## config.mk

```make
export PLATFORM = sky130hd
export DESIGN_NAME = sflm_link
export DESIGN_NICKNAME = d
export VERILOG_FILES = /design/src/pkg/sflm_pkg.sv /design/src/design/sflm_link.sv
export VERILOG_INCLUDE_DIRS = /design/src /design/src/pkg
export SDC_FILE = /design/constraint.sdc
export NUM_CORES = 1
export LEC_CHECK = 0
export ABC_AREA = 1
export BUFFER_PORTS_ARGS = -buffer_cell sky130_fd_sc_hd__buf_2
export CAP_MARGIN = 20
export CORE_MARGIN = 2
export CORE_UTILIZATION = 58
export CTS_CLUSTER_SIZE = 8
export DETAILED_ROUTE_END_ITERATION = 8
export MAX_ROUTING_LAYER = met4
export PLACE_DENSITY = 0.79
export SLEW_MARGIN = 20
export SYNTH_ARGS = -nofsm -noshare
export SYNTH_HDL_FRONTEND = slang
export SYNTH_HIERARCHICAL = 1
export SYNTH_SLANG_ARGS = --single-unit
export TNS_END_PERCENT = 100
```

## constraint.sdc

```tcl
create_clock -name i_clk -period 7.9 [get_ports i_clk]
set_input_delay 2.37 -clock i_clk [delete_from_list [all_inputs] [get_ports i_clk]]
set_output_delay 2.37 -clock i_clk [all_outputs]
set_load 0.02 [all_outputs]
```

## src/pkg/sflm_defines.svh

```systemverilog
`ifndef SFLM_DEFINES_SVH
`define SFLM_DEFINES_SVH
// Instruction codes
`define SFLM_CMD_QUAD_ENTER 8'h35
`define SFLM_CMD_QUAD_EXIT 8'hF5
`define SFLM_CMD_RESET_EN 8'h66
`define SFLM_CMD_RESET 8'h99
`define SFLM_CMD_READ3 8'h03
`define SFLM_CMD_READ4 8'h13
`define SFLM_CMD_DTR_READ 8'h0D
`define SFLM_CMD_PROG3 8'h02
`define SFLM_CMD_PROG4 8'h12
`define SFLM_CMD_ERASE_4K 8'h20
`define SFLM_CMD_ERASE_32K 8'h52
`define SFLM_CMD_ERASE_64K 8'hD8
`define SFLM_CMD_ERASE_CHIP 8'hC7
`define SFLM_CMD_READ_STATUS 8'h05
`define SFLM_CMD_READ_PARAM 8'h61
`define SFLM_CMD_SET_PARAM 8'hC0
`define SFLM_CMD_ADDR4_ENTER 8'hB7
`define SFLM_CMD_ADDR4_EXIT 8'h29
// Bit counts and lane widths
`define SFLM_BITS_BYTE 6'h08
`define SFLM_BITS_ADDR3 6'h18
`define SFLM_BITS_ADDR4 6'h20
`define SFLM_LANE_SINGLE 6'h01
`define SFLM_LANE_QUAD 6'h04
`define SFLM_BEATS_SINGLE 3'h7
`define SFLM_BEATS_QUAD 3'h1
`define SFLM_DTR_DUMMY 4'h6
`define SFLM_PAGE_BYTES 9'h100
`define SFLM_ERASED_BYTE 8'hFF
// Read-parameter byte layout and reset values
`define SFLM_RP_DRIVE_HI 6
`define SFLM_RP_DRIVE_LO 4
`define SFLM_RP_WRAP 2
`define SFLM_RP_BURST_HI 1
`define SFLM_RP_BURST_LO 0
`define SFLM_DRIVE_RESET 3'h0
`define SFLM_DRIVE_LAST 3'h5
`define SFLM_BURST_RESET 2'h0
`define SFLM_WRAP_RESET 1'b0
// Wrap masks for 8/16/32/64 byte bursts
`define SFLM_WRAP_MASK_8 32'h0000_0007
`define SFLM_WRAP_MASK_16 32'h0000_000F
`define SFLM_WRAP_MASK_32 32'h0000_001F
`define SFLM_WRAP_MASK_64 32'h0000_003F
// Status byte layout
`define SFLM_SR_BUSY 0
`define SFLM_SR_ADDR4 1
`define SFLM_SR_QUAD 6
// Pin synchroniser
`define SFLM_SYNC_RESET 7'h7F
`endif

```

## src/pkg/sflm_pkg.sv

```systemverilog
package sflm_pkg;
  // Link command phases
  typedef enum {ST_CMD, ST_ADDR, ST_DUMMY, ST_RDATA, ST_WDATA, ST_PARAM, ST_IGNORE} sflm_state_t;
  // Erase sizes
  typedef enum logic [1:0] {ERASE_4K, ERASE_32K, ERASE_64K, ERASE_CHIP} sflm_erase_t;
endpackage

```

## src/design/sflm_link.sv

```systemverilog
// The implementer's own choices: the two-stage pin synchroniser and the four-byte read buffer.
`timescale 1ns/1ps
`include "sflm_defines.svh"

module sflm_fifo #(
  parameter int WIDTH = 8,
  parameter int DEPTH = 4
) (
  // Clock and reset
  input wire logic i_clk,
  input wire logic i_reset,
  input wire logic i_clear,
  // Fill side
  input wire logic i_valid,
  output logic o_ready,
  input wire logic [WIDTH-1:0] i_data,
  // Drain side
  output logic o_valid,
  input wire logic i_ready,
  output logic [WIDTH-1:0] o_data
);
  localparam int AW = $clog2(DEPTH);
  logic [WIDTH-1:0] mem [DEPTH];
  logic [AW-1:0] wr_ptr;
  logic [AW-1:0] rd_ptr;
  logic [AW:0] count;
  logic push;
  logic pop;

  // Honest full and empty
  assign o_ready = (count != (AW+1)'(DEPTH)) && !i_clear;
  assign o_valid = (count != '0);
  assign o_data = mem[rd_ptr];
  assign push = i_valid && o_ready;
  assign pop = o_valid && i_ready;

  // Storage
  always_ff @(posedge i_clk)
  begin
    if (push)
      mem[wr_ptr] <= i_data;
  end

  // Pointers and fill level
  always_ff @(posedge i_clk)
  begin
    if (i_reset || i_clear)
    begin
      wr_ptr <= '0;
      rd_ptr <= '0;
      count <= '0;
    end
    else
    begin
      if (push)
        wr_ptr <= (wr_ptr == AW'(DEPTH - 1)) ? '0 : wr_ptr + 1'b1;
      if (pop)
        rd_ptr <= (rd_ptr == AW'(DEPTH - 1)) ? '0 : rd_ptr + 1'b1;
      count <= count + (AW+1)'(push) - (AW+1)'(pop);
    end
  end
endmodule // sflm_fifo

// Overview of operation
// - Single-line mode: command, address and write data sampled on serial clock rise.
// - Clock modes (0,0) and (1,1) both work; host idles clock accordingly.
// - Single-line mode returns read data and status on serial_out.
// - Instruction 35h switches to four-wire command mode.
// - Instruction F5h in four-wire mode returns to single-line mode.
// - Power-on, hardware or software reset forces single-line mode.
// - Four-wire mode: serial_in, serial_out, protect and pause pins become quad lines 0-3.
// - Four-wire mode: instruction takes two clocks, four bits each.
// - Double-edge read: address sampled and data driven on both clock edges.
// - Read parameters select 8/16/32/64 byte wrap; read address wraps inside.
// - Six drive-strength codes selectable; codes 6 and 7 are ignored, last legal code stays in effect.
// - Erase of 4K sector, 32K block, 64K block or whole array.
// - Program takes 1 to 256 bytes within one page; more are ignored.
// - Three- and four-byte address modes; host sends matching address length.
// - Erased array reads all ones; missing data reads as ones.
module sflm_link (
  // Clock and reset
  input wire logic i_clk,
  input wire logic i_reset,
  // Link pins
  input wire logic i_sck,
  input wire logic i_cs_n,
  input wire logic i_hw_reset_n,
  input wire logic [3:0] i_quad_line,
  output logic [3:0] o_quad_line,
  output logic [3:0] o_quad_line_oe,
  // Array read stream
  output logic o_rd_req,
  output logic [31:0] o_rd_addr,
  input wire logic [7:0] i_rd_data,
  // Array program
  output logic o_wr_valid,
  output logic [31:0] o_wr_addr,
  output logic [7:0] o_wr_data,
  // Array erase
  output logic o_erase_valid,
  output logic [1:0] o_erase_kind,
  output logic [31:0] o_erase_addr,
  // Status and settings
  input wire logic i_array_busy,
  output logic o_quad_mode,
  output logic o_addr4_mode,
  output logic [2:0] o_drive_strength
);
  logic [6:0] pin_meta;
  logic [6:0] pin_sync;
  logic sck_d;
  logic cs_d;
  logic cs_high;
  logic rise;
  logic fall;
  logic in_ev;
  logic out_ev;
  sflm_pkg::sflm_state_t st;
  logic [7:0] cmd;
  logic quad;
  logic addr4;
  logic rst_armed;
  logic [2:0] drive;
  logic [1:0] burst;
  logic wrap_en;
  logic dtr;
  logic [31:0] rx_sr;
  logic [31:0] next_rx;
  logic [5:0] rx_cnt;
  logic [5:0] lane;
  logic [5:0] rx_target;
  logic rx_active;
  logic rx_done;
  logic [3:0] dummy_cnt;
  logic [31:0] addr;
  logic rd_pend;
  logic fifo_in_ready;
  logic fifo_valid;
  logic [7:0] fifo_data;
  logic fifo_pop;
  logic from_fifo;
  logic [7:0] tx_sr;
  logic [7:0] next_tx;
  logic [2:0] tx_cnt;
  logic [8:0] wr_cnt;
  logic erase_armed;
  logic sw_reset;

  // Address length of a command in the active mode
  function automatic logic [5:0] addr_bits(input logic [7:0] c, input logic a4);
    addr_bits = (a4 || c == `SFLM_CMD_READ4 || c == `SFLM_CMD_PROG4) ?
                `SFLM_BITS_ADDR4 : `SFLM_BITS_ADDR3;
  endfunction

  // Phase that follows an instruction byte
  function automatic sflm_pkg::sflm_state_t after_cmd(input logic [7:0] c);
    unique case (c)
      `SFLM_CMD_READ3, `SFLM_CMD_READ4, `SFLM_CMD_DTR_READ, `SFLM_CMD_PROG3,
      `SFLM_CMD_PROG4, `SFLM_CMD_ERASE_4K, `SFLM_CMD_ERASE_32K,
      `SFLM_CMD_ERASE_64K: after_cmd = sflm_pkg::ST_ADDR;
      `SFLM_CMD_READ_STATUS, `SFLM_CMD_READ_PARAM: after_cmd = sflm_pkg::ST_RDATA;
      `SFLM_CMD_SET_PARAM: after_cmd = sflm_pkg::ST_PARAM;
      default: after_cmd = sflm_pkg::ST_IGNORE;
    endcase
  endfunction

  // Next read address, wrapping inside the burst when enabled
  function automatic logic [31:0] next_addr(input logic [31:0] a, input logic wr,
                                            input logic [1:0] b);
    logic [31:0] m;
    m = `SFLM_WRAP_MASK_8;
    unique case (b)
      2'h0: m = `SFLM_WRAP_MASK_8;
      2'h1: m = `SFLM_WRAP_MASK_16;
      2'h2: m = `SFLM_WRAP_MASK_32;
      2'h3: m = `SFLM_WRAP_MASK_64;
    endcase
    next_addr = wr ? ((a & ~m) | ((a + 32'h0000_0001) & m)) : a + 32'h0000_0001;
  endfunction

  // Two-stage pin synchroniser
  always_ff @(posedge i_clk)
  begin
    if (i_reset)
    begin
      pin_meta <= `SFLM_SYNC_RESET;
      pin_sync <= `SFLM_SYNC_RESET;
      sck_d <= 1'b0;
      cs_d <= 1'b1;
    end
    else
    begin
      pin_meta <= {i_hw_reset_n, i_sck, i_cs_n, i_quad_line};
      pin_sync <= pin_meta;
      sck_d <= pin_sync[5];
      cs_d <= pin_sync[4];
    end
  end

  // Edge events; either idle level of the clock is accepted
  assign cs_high = pin_sync[4];
  assign rise = pin_sync[5] && !sck_d && !cs_high;
  assign fall = !pin_sync[5] && sck_d && !cs_high;
  assign dtr = (cmd == `SFLM_CMD_DTR_READ);
  assign in_ev = rise || (fall && dtr && st == sflm_pkg::ST_ADDR);
  assign out_ev = fall || (rise && dtr && st == sflm_pkg::ST_RDATA);

  // Receive shifter: one or four lines per beat
  assign lane = quad ? `SFLM_LANE_QUAD : `SFLM_LANE_SINGLE;
  assign next_rx = quad ? {rx_sr[27:0], pin_sync[3:0]} : {rx_sr[30:0], pin_sync[0]};
  assign rx_active = st inside {sflm_pkg::ST_CMD, sflm_pkg::ST_ADDR, sflm_pkg::ST_WDATA,
                                sflm_pkg::ST_PARAM};
  assign rx_target = (st == sflm_pkg::ST_ADDR) ? addr_bits(cmd, addr4) : `SFLM_BITS_BYTE;
  assign rx_done = in_ev && rx_active && (rx_cnt + lane == rx_target);
  assign sw_reset = rx_done && st == sflm_pkg::ST_CMD && rst_armed &&
                    next_rx[7:0] == `SFLM_CMD_RESET;

  always_ff @(posedge i_clk)
  begin
    if (i_reset || cs_high)
    begin
      rx_sr <= '0;
      rx_cnt <= '0;
    end
    else if (in_ev && rx_active)
    begin
      rx_sr <= next_rx;
      rx_cnt <= rx_done ? '0 : rx_cnt + lane;
    end
  end

  // Command phase sequencer
  always_ff @(posedge i_clk)
  begin
    if (i_reset || cs_high)
    begin
      st <= sflm_pkg::ST_CMD;
      dummy_cnt <= '0;
    end
    else
    begin
      unique case (st)
        sflm_pkg::ST_CMD:
          if (rx_done)
            st <= after_cmd(next_rx[7:0]);
        sflm_pkg::ST_ADDR:
          if (rx_done)
          begin
            if (cmd == `SFLM_CMD_READ3 || cmd == `SFLM_CMD_READ4)
              st <= sflm_pkg::ST_RDATA;
            else if (dtr)
              st <= sflm_pkg::ST_DUMMY;
            else if (cmd == `SFLM_CMD_PROG3 || cmd == `SFLM_CMD_PROG4)
              st <= sflm_pkg::ST_WDATA;
            else
              st <= sflm_pkg::ST_IGNORE;
          end
        sflm_pkg::ST_DUMMY:
          if (rise)
          begin
            dummy_cnt <= dummy_cnt + 4'h1;
            if (dummy_cnt == `SFLM_DTR_DUMMY - 4'h1)
              st <= sflm_pkg::ST_RDATA;
          end
        sflm_pkg::ST_PARAM:
          if (rx_done)
            st <= sflm_pkg::ST_IGNORE;
        sflm_pkg::ST_RDATA, sflm_pkg::ST_WDATA, sflm_pkg::ST_IGNORE: st <= st;
      endcase
    end
  end

  // Instruction latch
  always_ff @(posedge i_clk)
  begin
    if (i_reset)
      cmd <= '0;
    else if (rx_done && st == sflm_pkg::ST_CMD)
      cmd <= next_rx[7:0];
  end

  // Link mode and read parameters
  always_ff @(posedge i_clk)
  begin
    if (i_reset || !pin_sync[6] || sw_reset)
    begin
      quad <= 1'b0;
      addr4 <= 1'b0;
      rst_armed <= 1'b0;
      drive <= `SFLM_DRIVE_RESET;
      burst <= `SFLM_BURST_RESET;
      wrap_en <= `SFLM_WRAP_RESET;
    end
    else if (rx_done && st == sflm_pkg::ST_CMD)
    begin
      rst_armed <= (next_rx[7:0] == `SFLM_CMD_RESET_EN);
      if (!quad && next_rx[7:0] == `SFLM_CMD_QUAD_ENTER)
        quad <= 1'b1;
      if (quad && next_rx[7:0] == `SFLM_CMD_QUAD_EXIT)
        quad <= 1'b0;
      if (next_rx[7:0] == `SFLM_CMD_ADDR4_ENTER)
        addr4 <= 1'b1;
      if (next_rx[7:0] == `SFLM_CMD_ADDR4_EXIT)
        addr4 <= 1'b0;
    end
    else if (rx_done && st == sflm_pkg::ST_PARAM)
    begin
      if (next_rx[`SFLM_RP_DRIVE_HI:`SFLM_RP_DRIVE_LO] <= `SFLM_DRIVE_LAST)
        drive <= next_rx[`SFLM_RP_DRIVE_HI:`SFLM_RP_DRIVE_LO];
      burst <= next_rx[`SFLM_RP_BURST_HI:`SFLM_RP_BURST_LO];
      wrap_en <= next_rx[`SFLM_RP_WRAP];
    end
  end

  // Command address, stepped per fetch
  always_ff @(posedge i_clk)
  begin
    if (i_reset)
      addr <= '0;
    else if (rx_done && st == sflm_pkg::ST_ADDR)
      addr <= (rx_target == `SFLM_BITS_ADDR4) ? next_rx : {8'h00, next_rx[23:0]};
    else if (o_rd_req)
      addr <= next_addr(addr, wrap_en, burst);
  end

  // Array fetch: one request outstanding, stalled by a full buffer
  assign from_fifo = (cmd != `SFLM_CMD_READ_STATUS) && (cmd != `SFLM_CMD_READ_PARAM);
  assign o_rd_req = st == sflm_pkg::ST_RDATA && from_fifo && fifo_in_ready && !rd_pend &&
                    !cs_high;
  assign o_rd_addr = addr;

  always_ff @(posedge i_clk)
  begin
    if (i_reset || cs_high)
      rd_pend <= 1'b0;
    else
      rd_pend <= o_rd_req;
  end

  sflm_fifo #(.WIDTH(8), .DEPTH(4)) u_fifo (
    .i_clk(i_clk),
    .i_reset(i_reset),
    .i_clear(cs_high),
    .i_valid(rd_pend),
    .o_ready(fifo_in_ready),
    .i_data(i_rd_data),
    .o_valid(fifo_valid),
    .i_ready(fifo_pop),
    .o_data(fifo_data)
  );

  // Transmit byte selection and shifting
  assign fifo_pop = out_ev && st == sflm_pkg::ST_RDATA && tx_cnt == '0 && from_fifo;

  always_comb
  begin
    next_tx = tx_sr;
    if (out_ev && st == sflm_pkg::ST_RDATA)
    begin
      if (tx_cnt != '0)
        next_tx = quad ? {tx_sr[3:0], 4'h0} : {tx_sr[6:0], 1'b0};
      else if (cmd == `SFLM_CMD_READ_STATUS)
      begin
        next_tx = '0;
        next_tx[`SFLM_SR_BUSY] = i_array_busy;
        next_tx[`SFLM_SR_ADDR4] = addr4;
        next_tx[`SFLM_SR_QUAD] = quad;
      end
      else if (cmd == `SFLM_CMD_READ_PARAM)
      begin
        next_tx = '0;
        next_tx[`SFLM_RP_DRIVE_HI:`SFLM_RP_DRIVE_LO] = drive;
        next_tx[`SFLM_RP_WRAP] = wrap_en;
        next_tx[`SFLM_RP_BURST_HI:`SFLM_RP_BURST_LO] = burst;
      end
      else
        next_tx = fifo_valid ? fifo_data : `SFLM_ERASED_BYTE;
    end
  end

  // Output lane values changed only on output events; lane enables follow the read phase
  always_ff @(posedge i_clk)
  begin
    if (i_reset || cs_high)
    begin
      tx_sr <= `SFLM_ERASED_BYTE;
      tx_cnt <= '0;
      o_quad_line <= '0;
      o_quad_line_oe <= '0;
    end
    else
    begin
      tx_sr <= next_tx;
      if (out_ev && st == sflm_pkg::ST_RDATA)
        tx_cnt <= (tx_cnt != '0) ? tx_cnt - 3'h1 :
                  (quad ? `SFLM_BEATS_QUAD : `SFLM_BEATS_SINGLE);
      if (out_ev)
        o_quad_line <= quad ? next_tx[7:4] : {2'b00, next_tx[7], 1'b0};
      o_quad_line_oe <= (st != sflm_pkg::ST_RDATA) ? 4'h0 : (quad ? 4'hF : 4'h2);
    end
  end

  // Program data, limited to one page
  always_ff @(posedge i_clk)
  begin
    if (i_reset || cs_high)
    begin
      wr_cnt <= '0;
      o_wr_valid <= 1'b0;
      o_wr_addr <= '0;
      o_wr_data <= '0;
    end
    else
    begin
      o_wr_valid <= 1'b0;
      if (rx_done && st == sflm_pkg::ST_WDATA && wr_cnt < `SFLM_PAGE_BYTES)
      begin
        o_wr_valid <= 1'b1;
        o_wr_data <= next_rx[7:0];
        o_wr_addr <= {addr[31:8], addr[7:0] + wr_cnt[7:0]};
        wr_cnt <= wr_cnt + 9'h001;
      end
    end
  end

  // Erase issued when select rises at a byte boundary
  always_ff @(posedge i_clk)
  begin
    if (i_reset)
    begin
      erase_armed <= 1'b0;
      o_erase_valid <= 1'b0;
      o_erase_kind <= '0;
      o_erase_addr <= '0;
    end
    else
    begin
      o_erase_valid <= 1'b0;
      if (cs_high && !cs_d)
      begin
        o_erase_valid <= erase_armed;
        erase_armed <= 1'b0;
      end
      else if (rx_done && st == sflm_pkg::ST_CMD && next_rx[7:0] == `SFLM_CMD_ERASE_CHIP)
      begin
        erase_armed <= 1'b1;
        o_erase_kind <= sflm_pkg::ERASE_CHIP;
        o_erase_addr <= '0;
      end
      else if (rx_done && st == sflm_pkg::ST_ADDR && cmd inside {`SFLM_CMD_ERASE_4K,
               `SFLM_CMD_ERASE_32K, `SFLM_CMD_ERASE_64K})
      begin
        erase_armed <= 1'b1;
        o_erase_kind <= (cmd == `SFLM_CMD_ERASE_4K) ? sflm_pkg::ERASE_4K :
                        (cmd == `SFLM_CMD_ERASE_32K) ? sflm_pkg::ERASE_32K :
                        sflm_pkg::ERASE_64K;
        o_erase_addr <= (rx_target == `SFLM_BITS_ADDR4) ? next_rx : {8'h00, next_rx[23:0]};
      end
      else if (rise)
        erase_armed <= 1'b0;
    end
  end

  assign o_quad_mode = quad;
  assign o_addr4_mode = addr4;
  assign o_drive_strength = drive;
endmodule // sflm_link

```

==> flow_summary.ini, run 1 <==
[global_routing]
via_count_of_the_first_global_routing_pass = 10816
grt_pass1_wl_mm = 53.48
grtUsageTotal_pct = 30.44
maximum_number_of_pins_on_one_net_before_global_route_repair = 82
grt_antenna_before_repair = 0
grt_overflow_total = 0

[synth]
post_synth_inst_count = 1700
ys_seq_area_share_pct = 43.06
synth_top_area_share_pct = 35.41
postSynthAreaPerCell_um2 = 7.384
synth_area_leaders = sky130_fd_sc_hd__dfxtp_1 35%, sky130_fd_sc_hd__nand2_1 9.1%, sky130_fd_sc_hd__nor2_1 7.8%
combined_area_of_all_synthesized_cells_um2 = 12550
ys_warn_count = 6
synth_cell_type_count = 48
synth-seq-cells = 254
synth.net_count = 1743
synth_top_cell_by_area = sky130_fd_sc_hd__dfxtp_1

[die]
boundaryPins = 140
die-area_um2 = 22830
initial_core_util_pct = 59.34
die_w_um = 151.1
die_h_um = 151.1
floorplan.rows = 53
coreArea_um2 = 21150

[placement]
hpwlAfterDp_mm = 23.50
dp_worst_setup_slack_ns = 3.289
routabilityCongestion = 0.9520
port_buffers = 139

[worst_setup_path]
worst-setup-path-type = register to output pin
setup.worst_path.start_class = register
worst-endpoint-arrival_ns = 2.20
critical_path_peak_fanout = 9
crit_path_end_kind = output pin
worst_ep_required_time_ns = 5.53

[sta]
setup_viol = 0
fin_ws_ns = 3.335
finalCritPeriodShare_pct = 57.79
final_hold_viol_count = 0
finClkSkew_ns = 0.01278
maxSlewViolCount = 0
grt_setup_unrepaired = no
tns_setup_ns = 0
timing.fmax_mhz = 219.1
timing.final.crit_period_ns = 4.565
tightest_slew_ns = 0.8317
timing.max_slew.rel_slack_pct = 44.49

[cts]
clkSinkCount = 254
cts.clk_slew.worst_paths_ns = 0.05
root_buffer = sky130_fd_sc_hd__clkbuf_16
cts_setup_buffers = 0
htree_levels = 2
number_of_buffers_added_to_fix_hold_violations_after_cts = 0
worst_skew_pair.late_latency_ns = 0.51
numCtsBuffers = 37
clock_path_buffers = 3
post_cts.resized_instances = 0
tritoncts_clock_tree = yes

[power]
worst_case_vdd_ir_drop_mv = 0.1768
power_density_nw_per_um2 = 194.3
leakagePower_nw = 6.374

[drt]
post_drt_via_cell_ratio = 5.645
finalWirelength_mm = 34.32
dr_total_vias = 11826
drtPass1Iterations = 5
drt_iter0_drc = 1072
post_drt_wl_per_cell_um = 16.38
detail_route.drc_violations = 0
postRouteAntennaNets = 0

[final_layout]
antenna_cells = 0
final_util_pct = 67.32
mostFrequentLayoutCells = 305 x sky130_fd_sc_hd__nand2_1, 259 x sky130_fd_sc_hd__nor2_1, 221 x sky130_fd_sc_hd__dfxtp_1, 162 x sky130_fd_sc_hd__inv_1, 147 x sky130_fd_sc_hd__o21ai_0
drive_gt1_share_pct = 14.45
mostFrequentLayoutCell = sky130_fd_sc_hd__nand2_1
area_added_between_synthesis_and_finish_pct = 13.45
post_layout_nets = 1855

[hold_path]
holdCritPathClass = register to register

[job]
timing.max_cap.violations = 0

[outcome]
outcome = finished, final reports clean
-- critical path: stages (launching register included) --
cell and delay (ns):
sky130_fd_sc_hd__dfxtp_1 0.30, sky130_fd_sc_hd__inv_1 0.12, sky130_fd_sc_hd__nand2_1 0.08, sky130_fd_sc_hd__nor3_1 0.33
sky130_fd_sc_hd__nand2_2 0.25, sky130_fd_sc_hd__nand2_1 0.28, sky130_fd_sc_hd__nor2_4 0.13, sky130_fd_sc_hd__buf_2 0.19
-- layer usage --
metal  vias to the layer above  global-route usage, %  share of wire, %
met5                         -                      -                 0
met4                         0                  16.59               4.9
met3                       113                  4.337               7.3
met2                       526                  49.25                47
met1                      5374                  36.84                41
li1                       5813                      -                 -
-- final timing paths --
path,depth (start not counted),end,startpoint,slack [ns]
setup / recovery,7,o_rd_req,cmd[2]$_SDFFE_PP0P_,3.33
setup reg to reg,20,u_fifo/count[2]$_SDFF_PP0_,cmd[6]$_SDFFE_PP0P_,4.10
hold reg to reg,1,pin_sync[2]$_SDFF_PP1_,pin_meta[2]$_SDFF_PP1_,0.40
hold / removal,1,pin_sync[2]$_SDFF_PP1_,pin_meta[2]$_SDFF_PP1_,0.40
-- flip-flops by register name, indices dropped and copies added, names as in the netlist, 4 cells and up, named ones only --
register,cells
dummy_cnt,4
o_erase_addr,32
pin_meta,7
rx_cnt,6
o_wr_data,8
o_wr_addr,32
rx_sr,31
tx_sr,8
o_quad_line,4
u_fifo/mem,32
o_rd_addr,29
cmd,8
wr_cnt,9
pin_sync,7
-- synthesized netlist by cell type, drive strengths merged --
cell type  instances
clkbuf            35
nor4               3
edfxtp            32
buf               37
a21oi            110
and3               1
nand4             29
nor2             275
a211oi            11
nand3            101
a31oi              3
dfxtp            222
xor2              19
fa                 2
o2111ai            1
xnor2              6
nand3b            31
o21a               7
o221ai             3
a21boi             1
nor3              37
o22ai             10
nand2            322
inv              174
or2               20
mux2i              3
clkinv             2
ha                23
o211ai             8
o21ai            172
-- logic make-up after synthesis --
kind of cell / share of synthesized area [%]
simple gates: 29.72
compound gates: 13.97
flops: 43.06
buf+inv: 8.662
xor+xnor: 1.744
fa+ha+maj: 2.612
mux: 0.2392
-- through the flow --
step	hold slack [ns]	total power [mW]	instance area (um^2)	instances
finish	0.4035	2.767	14240	2095
global route	0.4163	2.850	14240	2095
CTS	0.4052	2.787	14230	2094
detailed placement	0.3923	1.383	13220	2047
global placement	0.3913	1.381	13220	2047
floorplan	0.3895	1.368	12550	1700
-- layout make-up --
class                           count  area, um^2
Clock buffer                       46        1002
Clock inverter                      1       8.758
Fill cell                        1806        6914
Inverter                          176       666.9
Multi-Input combinational cell   1198        6067
Sequential cell                   254        5406
Tap cell                          275       344.1
Timing Repair Buffer              145       744.5
-- where the power goes --
part           switching, mW  internal, mW  total, mW
Combinational         0.0295        0.0117     0.0412
Sequential           0.00325          1.31       1.32
Clock                  0.535         0.874       1.41
Total                  0.568          2.20       2.77
No activity file was read; power rests on OpenSTA's default activity.
==> run 2: changes to the inputs <==
clock period = 4.6 ns   (was 7.9 ns; I/O delays follow)
==> run 2 against run 1 <==
Setup slack got worse by 2.4 ns. Non-clock buffer count increased by 3. Global-route usage decreased by 0.48 points. Sequential share of layout area about the same. Worst hold slack improved by 0.0025 ns. Critical path depth increased by 14. Clock-buffer cell count decreased by 1. Clock power increased by 69%. First-iteration DRC count decreased by 14%. Sequential cell count unchanged.
==> flow_summary.ini, run 2 (synthesized netlist as in run 1, its figures left out) <==
[cts]
cts.clk_slew.worst_paths_ns = 0.05
htree_levels = 2
cts_setup_buffers = 0
number_of_buffers_added_to_fix_hold_violations_after_cts = 0
clock_path_buffers = 3
tritoncts_clock_tree = yes
worst_skew_pair.late_latency_ns = 0.51
numCtsBuffers = 37
post_cts.resized_instances = 0
clkSinkCount = 254
root_buffer = sky130_fd_sc_hd__clkbuf_16

[worst_setup_path]
r2r_slack_ns = 0.93
setup.worst_path.start_class = register
rr_worst_depth = 21
crit_path_end_kind = register
worstReg2RegStart = cmd[0]$_SDFFE_PP0P_
worst-endpoint-arrival_ns = 4.06
worst_ep_required_time_ns = 5.00
critical_path.reg2reg.endpoint = u_fifo/count[2]$_SDFF_PP0_
worst-setup-path-type = register to register
critical_path_peak_fanout = 12

[die]
coreArea_um2 = 21150
die-area_um2 = 22830
initial_core_util_pct = 59.34
die_w_um = 151.1
floorplan.rows = 53
boundaryPins = 140
die_h_um = 151.1

[hold_path]
worst_hold_startpoint = pin_meta[6]$_SDFF_PP1_
min_to = pin_sync[6]$_SDFF_PP1_
holdCritPathClass = register to register
hold_path_depth = 1

[final_layout]
reg.largest.list = o_erase_addr (32), o_wr_addr (32), u_fifo/mem (32)
antenna_cells = 0
area_added_between_synthesis_and_finish_pct = 13.49
layout.cell_area.non_filler_um2 = 14240
mostFrequentLayoutCell = sky130_fd_sc_hd__nand2_1
mostFrequentLayoutCells = 305 x sky130_fd_sc_hd__nand2_1, 259 x sky130_fd_sc_hd__nor2_1, 221 x sky130_fd_sc_hd__dfxtp_1, 163 x sky130_fd_sc_hd__inv_1, 147 x sky130_fd_sc_hd__o21ai_0
drive_gt1_share_pct = 14.49
post_layout_nets = 1858

[power]
worst_case_vdd_ir_drop_mv = 0.2758
leakagePower_nw = 6.377
power_density_nw_per_um2 = 331.1

[drt]
dr_total_vias = 11805
post_drt_via_cell_ratio = 5.629
finalWirelength_mm = 33.62
drt_iter0_drc = 924
detail_route.drc_violations = 0
drtPass1Iterations = 5
postRouteAntennaNets = 0
post_drt_wl_per_cell_um = 16.03

[global_routing]
maximum_number_of_pins_on_one_net_before_global_route_repair = 82
grtUsageTotal_pct = 29.96
grt_antenna_before_repair = 0
grt_overflow_total = 0
grt_pass1_wl_mm = 52.90
via_count_of_the_first_global_routing_pass = 10880

[sta]
tightest_slew_ns = 0.7981
setup_viol = 0
finalHoldWorstSlack_ns = 0.4060
grt_setup_unrepaired = no
finClkSkew_ns = 0.01483
timing.fmax_mhz = 272.8
timing.final.crit_period_ns = 3.665
maxSlewViolCount = 0
finalCritPeriodShare_pct = 79.68
tns_setup_ns = 0
final_hold_viol_count = 0
timing.max_slew.rel_slack_pct = 46.60

[placement]
hpwlAfterDp_mm = 23.53
routabilityCongestion = 0.9606
port_buffers = 139
placed_area_um2 = 13240

[job]
timing.max_cap.violations = 0

[outcome]
outcome = finished, final reports clean
[run 2: worst max-delay path by stage]
stage / startpoint / to / slack [ns] / cells past startpoint
final: cmd[0]$_SDFFE_PP0P_ / u_fifo/count[2]$_SDFF_PP0_ / 0.93 / 21
after global routing: cmd[0]$_SDFFE_PP0P_ / u_fifo/count[2]$_SDFF_PP0_ / 0.55 / 21
after CTS: cmd[0]$_SDFFE_PP0P_ / u_fifo/count[2]$_SDFF_PP0_ / 0.99 / 21
after detailed placement: cmd[0]$_SDFFE_PP0P_ / u_fifo/count[2]$_SDFF_PP0_ / 1.03 / 21
after global placement: cmd[6]$_SDFFE_PP0P_ / u_fifo/count[2]$_SDFF_PP0_ / 1.15 / 20
after floorplan: o_quad_mode$_SDFFE_PP0P_ / o_rd_addr[23]$_SDFFE_PP0P_ / 1.71 / 17
[run 2: final cells by class]
type / instances / area (um^2)
multi-input combinational: 1198 / 6067
tap: 275 / 344.1
clock inverter: 1 / 16.27
fill: 1801 / 6909
clock buffer: 45 / 977.2
inverter: 176 / 666.9
sequential: 254 / 5406
timing repair buffer: 148 / 767.0
[run 2: worst max-delay path, stage by stage (launching register included)]
cell and delay (ns):
sky130_fd_sc_hd__dfxtp_1 0.36, sky130_fd_sc_hd__inv_1 0.09, sky130_fd_sc_hd__nor2_1 0.14, sky130_fd_sc_hd__nand2_1 0.08, sky130_fd_sc_hd__nor2_2 0.14, sky130_fd_sc_hd__nand3_1 0.08
sky130_fd_sc_hd__nand2_1 0.08, sky130_fd_sc_hd__inv_1 0.09, sky130_fd_sc_hd__nor2_1 0.50, sky130_fd_sc_hd__inv_1 0.35, sky130_fd_sc_hd__nor3_1 0.26, sky130_fd_sc_hd__nand2_2 0.11
sky130_fd_sc_hd__clkinv_2 0.07, sky130_fd_sc_hd__ha_1 0.22, sky130_fd_sc_hd__inv_1 0.06, sky130_fd_sc_hd__ha_1 0.13, sky130_fd_sc_hd__inv_1 0.05, sky130_fd_sc_hd__fa_1 0.38
sky130_fd_sc_hd__xor2_1 0.18, sky130_fd_sc_hd__nand2_1 0.07, sky130_fd_sc_hd__nand2_1 0.06, sky130_fd_sc_hd__nor2_1 0.04
[run 2: layer usage]
metal	global-route usage, %	share of wire, %	wire (um)
met1	36.29	42	14080
met2	49.50	47	15780
met3	4.699	7.3	2470
met4	13.50	3.8	1283
met5	-	0	0
[run 2: power by group]
part / internal (mW) / switching [mW] / leakage (nW) / total, mW
Combinational: 0.0208 / 0.0507 / 3.81 / 0.0716
Sequential: 2.26 / 0.00517 / 2.08 / 2.26
Clock: 1.47 / 0.915 / 0.483 / 2.38
Total: 3.74 / 0.971 / 6.38 / 4.72
[run 2: through the flow]
| stage | power (mW) | instances | utilization [%] | setup WS [ns] |
|---|---|---|---|---|
| floorplan | 2.349 | 1700 | - | 1.715 |
| global placement | 2.374 | 2050 | 62.59 | 1.145 |
| detailed placement | 2.375 | 2050 | 62.59 | 1.027 |
| CTS | 4.750 | 2096 | 67.29 | 0.9927 |
| global route | 4.843 | 2097 | 67.34 | 0.5545 |
| finish | 4.716 | 2097 | 67.34 | 0.9347 |
==> run 3: changes to the inputs <==
ABC_AREA = 0   (was 1)
CORE_UTILIZATION = 53   (was 58)
PLACE_DENSITY = 0.77   (was 0.79)
clock period = 3.1 ns   (was 4.6 ns; I/O delays follow)
==> run 3 against run 2 <==
Setup slack worse by 0.85 ns. Clock-buffer cell count down 2. Sequential power up 49%. Clock power up 48%. Critical path depth down 15. First-iteration DRC count down 6.0%. Sequential cell count unchanged. Design area down 1.6%. Register-to-register slack worse by 0.78 ns. Worst hold slack better by 0.0026 ns. Die area up 1.0%. Sequential share of layout area up 0.62 points. Largest power group unchanged.
==> flow_summary.ini, run 3 <==
[outcome]
outcome = finished, final reports clean

[placement]
placed_area_um2 = 12820
numPlacedInstances = 1690
port_buffers = 139
hpwlAfterDp_mm = 21.83
routabilityCongestion = 0.9333

[die]
initial_core_util_pct = 53.62
coreArea_um2 = 21620
boundaryPins = 140
die_h_um = 151.9
floorplan.rows = 54
die_w_um = 151.9
die-area_um2 = 23070

[worst_setup_path]
worst_ep_required_time_ns = 2.17
critical_path_peak_fanout = 5
timing.critical_path.slowest_stage_cell = sky130_fd_sc_hd__or4b_4
crit_path_end_kind = output pin
critPathMaxStageDelay_ns = 0.55
cp_common_cell = sky130_fd_sc_hd__buf_6
rr_worst_depth = 15
critical-path-top-delay-family = simple AND/OR/NAND/NOR gates
setup.worst_path.start_class = register
worst-path-stages = 6
critical_path_cell_by_cell = buf_6, nand3b_1, buf_6, or4b_4, nor2_4, buf_6
worst-endpoint-arrival_ns = 2.09
worstPathBufferInverterCount = 3
worst-setup-path-type = register to output pin

[synth]
synth-seq-cells = 254
synth_top_cell_by_area = sky130_fd_sc_hd__dfxtp_1
synth_top_area_share_pct = 38.33
synth-async-reset-ratio_pct = 0
most_frequent_cell_after_synthesis = sky130_fd_sc_hd__dfxtp_1
ys_seq_area_share_pct = 46.62
postSynthAreaPerCell_um2 = 8.973
synth_edf_count = 32
synth_cell_type_count = 77
synth.net_count = 1335
synth_area_leaders = sky130_fd_sc_hd__dfxtp_1 38%, sky130_fd_sc_hd__edfxtp_1 8.3%, sky130_fd_sc_hd__nand2_1 5.3%
synth_top_cells_by_count = 222 x sky130_fd_sc_hd__dfxtp_1, 163 x sky130_fd_sc_hd__nand2_1, 163 x sky130_fd_sc_hd__nor2_1, 91 x sky130_fd_sc_hd__a21oi_1, 65 x sky130_fd_sc_hd__a211oi_1
synth_ff_type = sky130_fd_sc_hd__dfxtp_1
ys_warn_count = 6
combined_area_of_all_synthesized_cells_um2 = 11590
post_synth_inst_count = 1292

[global_routing]
via_count_of_the_first_global_routing_pass = 9348
maximum_number_of_pins_on_one_net_before_global_route_repair = 69
grt_antenna_before_repair = 0
grt_pass1_wl_mm = 50.33
grt_overflow_total = 0
grtUsageTotal_pct = 27.25

[cts]
htree_levels = 2
numCtsBuffers = 37
root_buffer = sky130_fd_sc_hd__clkbuf_16
cts.clk_slew.worst_paths_ns = 0.05
clock_path_buffers = 3
tritoncts_clock_tree = yes
worst_skew_pair.late_latency_ns = 0.51
clkSinkCount = 254

[job]
timing.max_cap.violations = 0

[sta]
timing.max_slew.rel_slack_pct = 46.21
tns_setup_ns = 0
tightest_slew_ns = 0.7844
final_hold_viol_count = 0
setup_viol = 0
finalCritPeriodShare_pct = 97.28
finClkSkew_ns = 0.01212
timing.fmax_mhz = 331.6
maxSlewViolCount = 0
finalHoldWorstSlack_ns = 0.4087
grt_setup_unrepaired = no
timing.final.crit_period_ns = 3.016

[final_layout]
final_util_pct = 64.86
drive_gt1_share_pct = 23.06
fillerInstances = 1767
layout.cell_area.non_filler_um2 = 14020
layoutNonFillerInstCount = 1747
multi_input_area_um2 = 5852
area_added_between_synthesis_and_finish_pct = 20.96
reg.largest.list = o_erase_addr (32), o_wr_addr (32), u_fifo/mem (32)
mostFrequentLayoutCells = 219 x sky130_fd_sc_hd__dfxtp_1, 162 x sky130_fd_sc_hd__nand2_1, 161 x sky130_fd_sc_hd__nor2_1, 138 x sky130_fd_sc_hd__buf_2, 91 x sky130_fd_sc_hd__a21oi_1
layout.area.seq_um2 = 5409
mostFrequentLayoutCell = sky130_fd_sc_hd__dfxtp_1
post_layout_nets = 1502

[drt]
post_drt_via_cell_ratio = 5.773
drt_iter0_drc = 869
postRouteAntennaNets = 0
drtPass1Iterations = 5
finalWirelength_mm = 31.33
detail_route.drc_violations = 0
dr_total_vias = 10085
post_drt_wl_per_cell_um = 17.93

[power]
worst_case_vdd_ir_drop_mv = 0.4473
power_density_nw_per_um2 = 498.5
leakagePower_nw = 5.403

[hold_path]
hold_path_depth = 1
holdCritPathClass = register to register
==> run 3: cell types whose count changed in the layout (fill, tap and decap cells not counted), sizes merged, moves of 63 or more <==
cell,delta
nor2,-111
nand2,-159
o21ai,-140
nand3,-67
inv,-142
buf,+63
==> run 3: report_power, final <==
group	switching (mW)	internal, mW	total, mW	leakage, nW
combinational	0.0719	0.0347	0.107	2.84
sequential	0.00947	3.35	3.36	2.08
clock	1.39	2.14	3.53	0.482
total	1.47	5.52	6.99	5.40
==> run 3: layout make-up <==
cell class | count | area share, %
flip-flops and latches | 254 | 38.57
well taps | 280 | 2.498
multi-input cells | 927 | 41.73
clock buffers | 43 | 6.763
inverters | 28 | 0.7495
clock inverters | 3 | 0.2677
repair buffers | 211 | 9.404
diodes | 1 | 0.01784
==> run 3: worst paths after layout <==
check	startpoint	end	slack, ns
max	st[1]$_SDFFE_PP0P_	o_rd_req	0.08
min	pin_meta[6]$_SDFF_PP1_	pin_sync[6]$_SDFF_PP1_	0.41
max reg2reg	cmd[6]$_SDFFE_PP0P_	u_fifo/count[2]$_SDFF_PP0_	0.15
min reg2reg	pin_meta[6]$_SDFF_PP1_	pin_sync[6]$_SDFF_PP1_	0.41
==> run 3: metal layers <==
metal	global-route usage, %	share of wire, %
met5	-	0
met1	37.75	46
met2	40.84	45
met3	4.193	6.2
met4	9.435	2.8
==> run 3: logic make-up (layout without fill, tap and decap cells) <==
logic type               Yosys count  count (layout)  synth area share, %
AO/OA/AOI/OAI                    257             257                14.86
XOR/XNOR                          44              44                3.389
adder cells (fa/ha/maj)           25              25                2.828
buffers and inverters            111             285                3.918
flip-flops                       254             254                46.62
multiplexers                      59              59                6.184
other                              0               1                    0
AND/OR/NAND/NOR                  542             542                22.20
==> run 3: metrics by stage <==
stage | setup WS (ns) | total power [mW]
finish | 0.08437 | 6.990
global placement | 0.09330 | 3.522
global route | 0.001554 | 7.197
CTS | 0.003471 | 7.035
detailed placement | 0.02327 | 3.524
floorplan | 0.001685 | 3.482
==> run 3: repair_timing <==
item	in CTS	in global routing
pin swaps	1	10
setup endpoints to repair	2	34
setup buffers	1	9
hold buffers	0	0
resized for setup	6	24
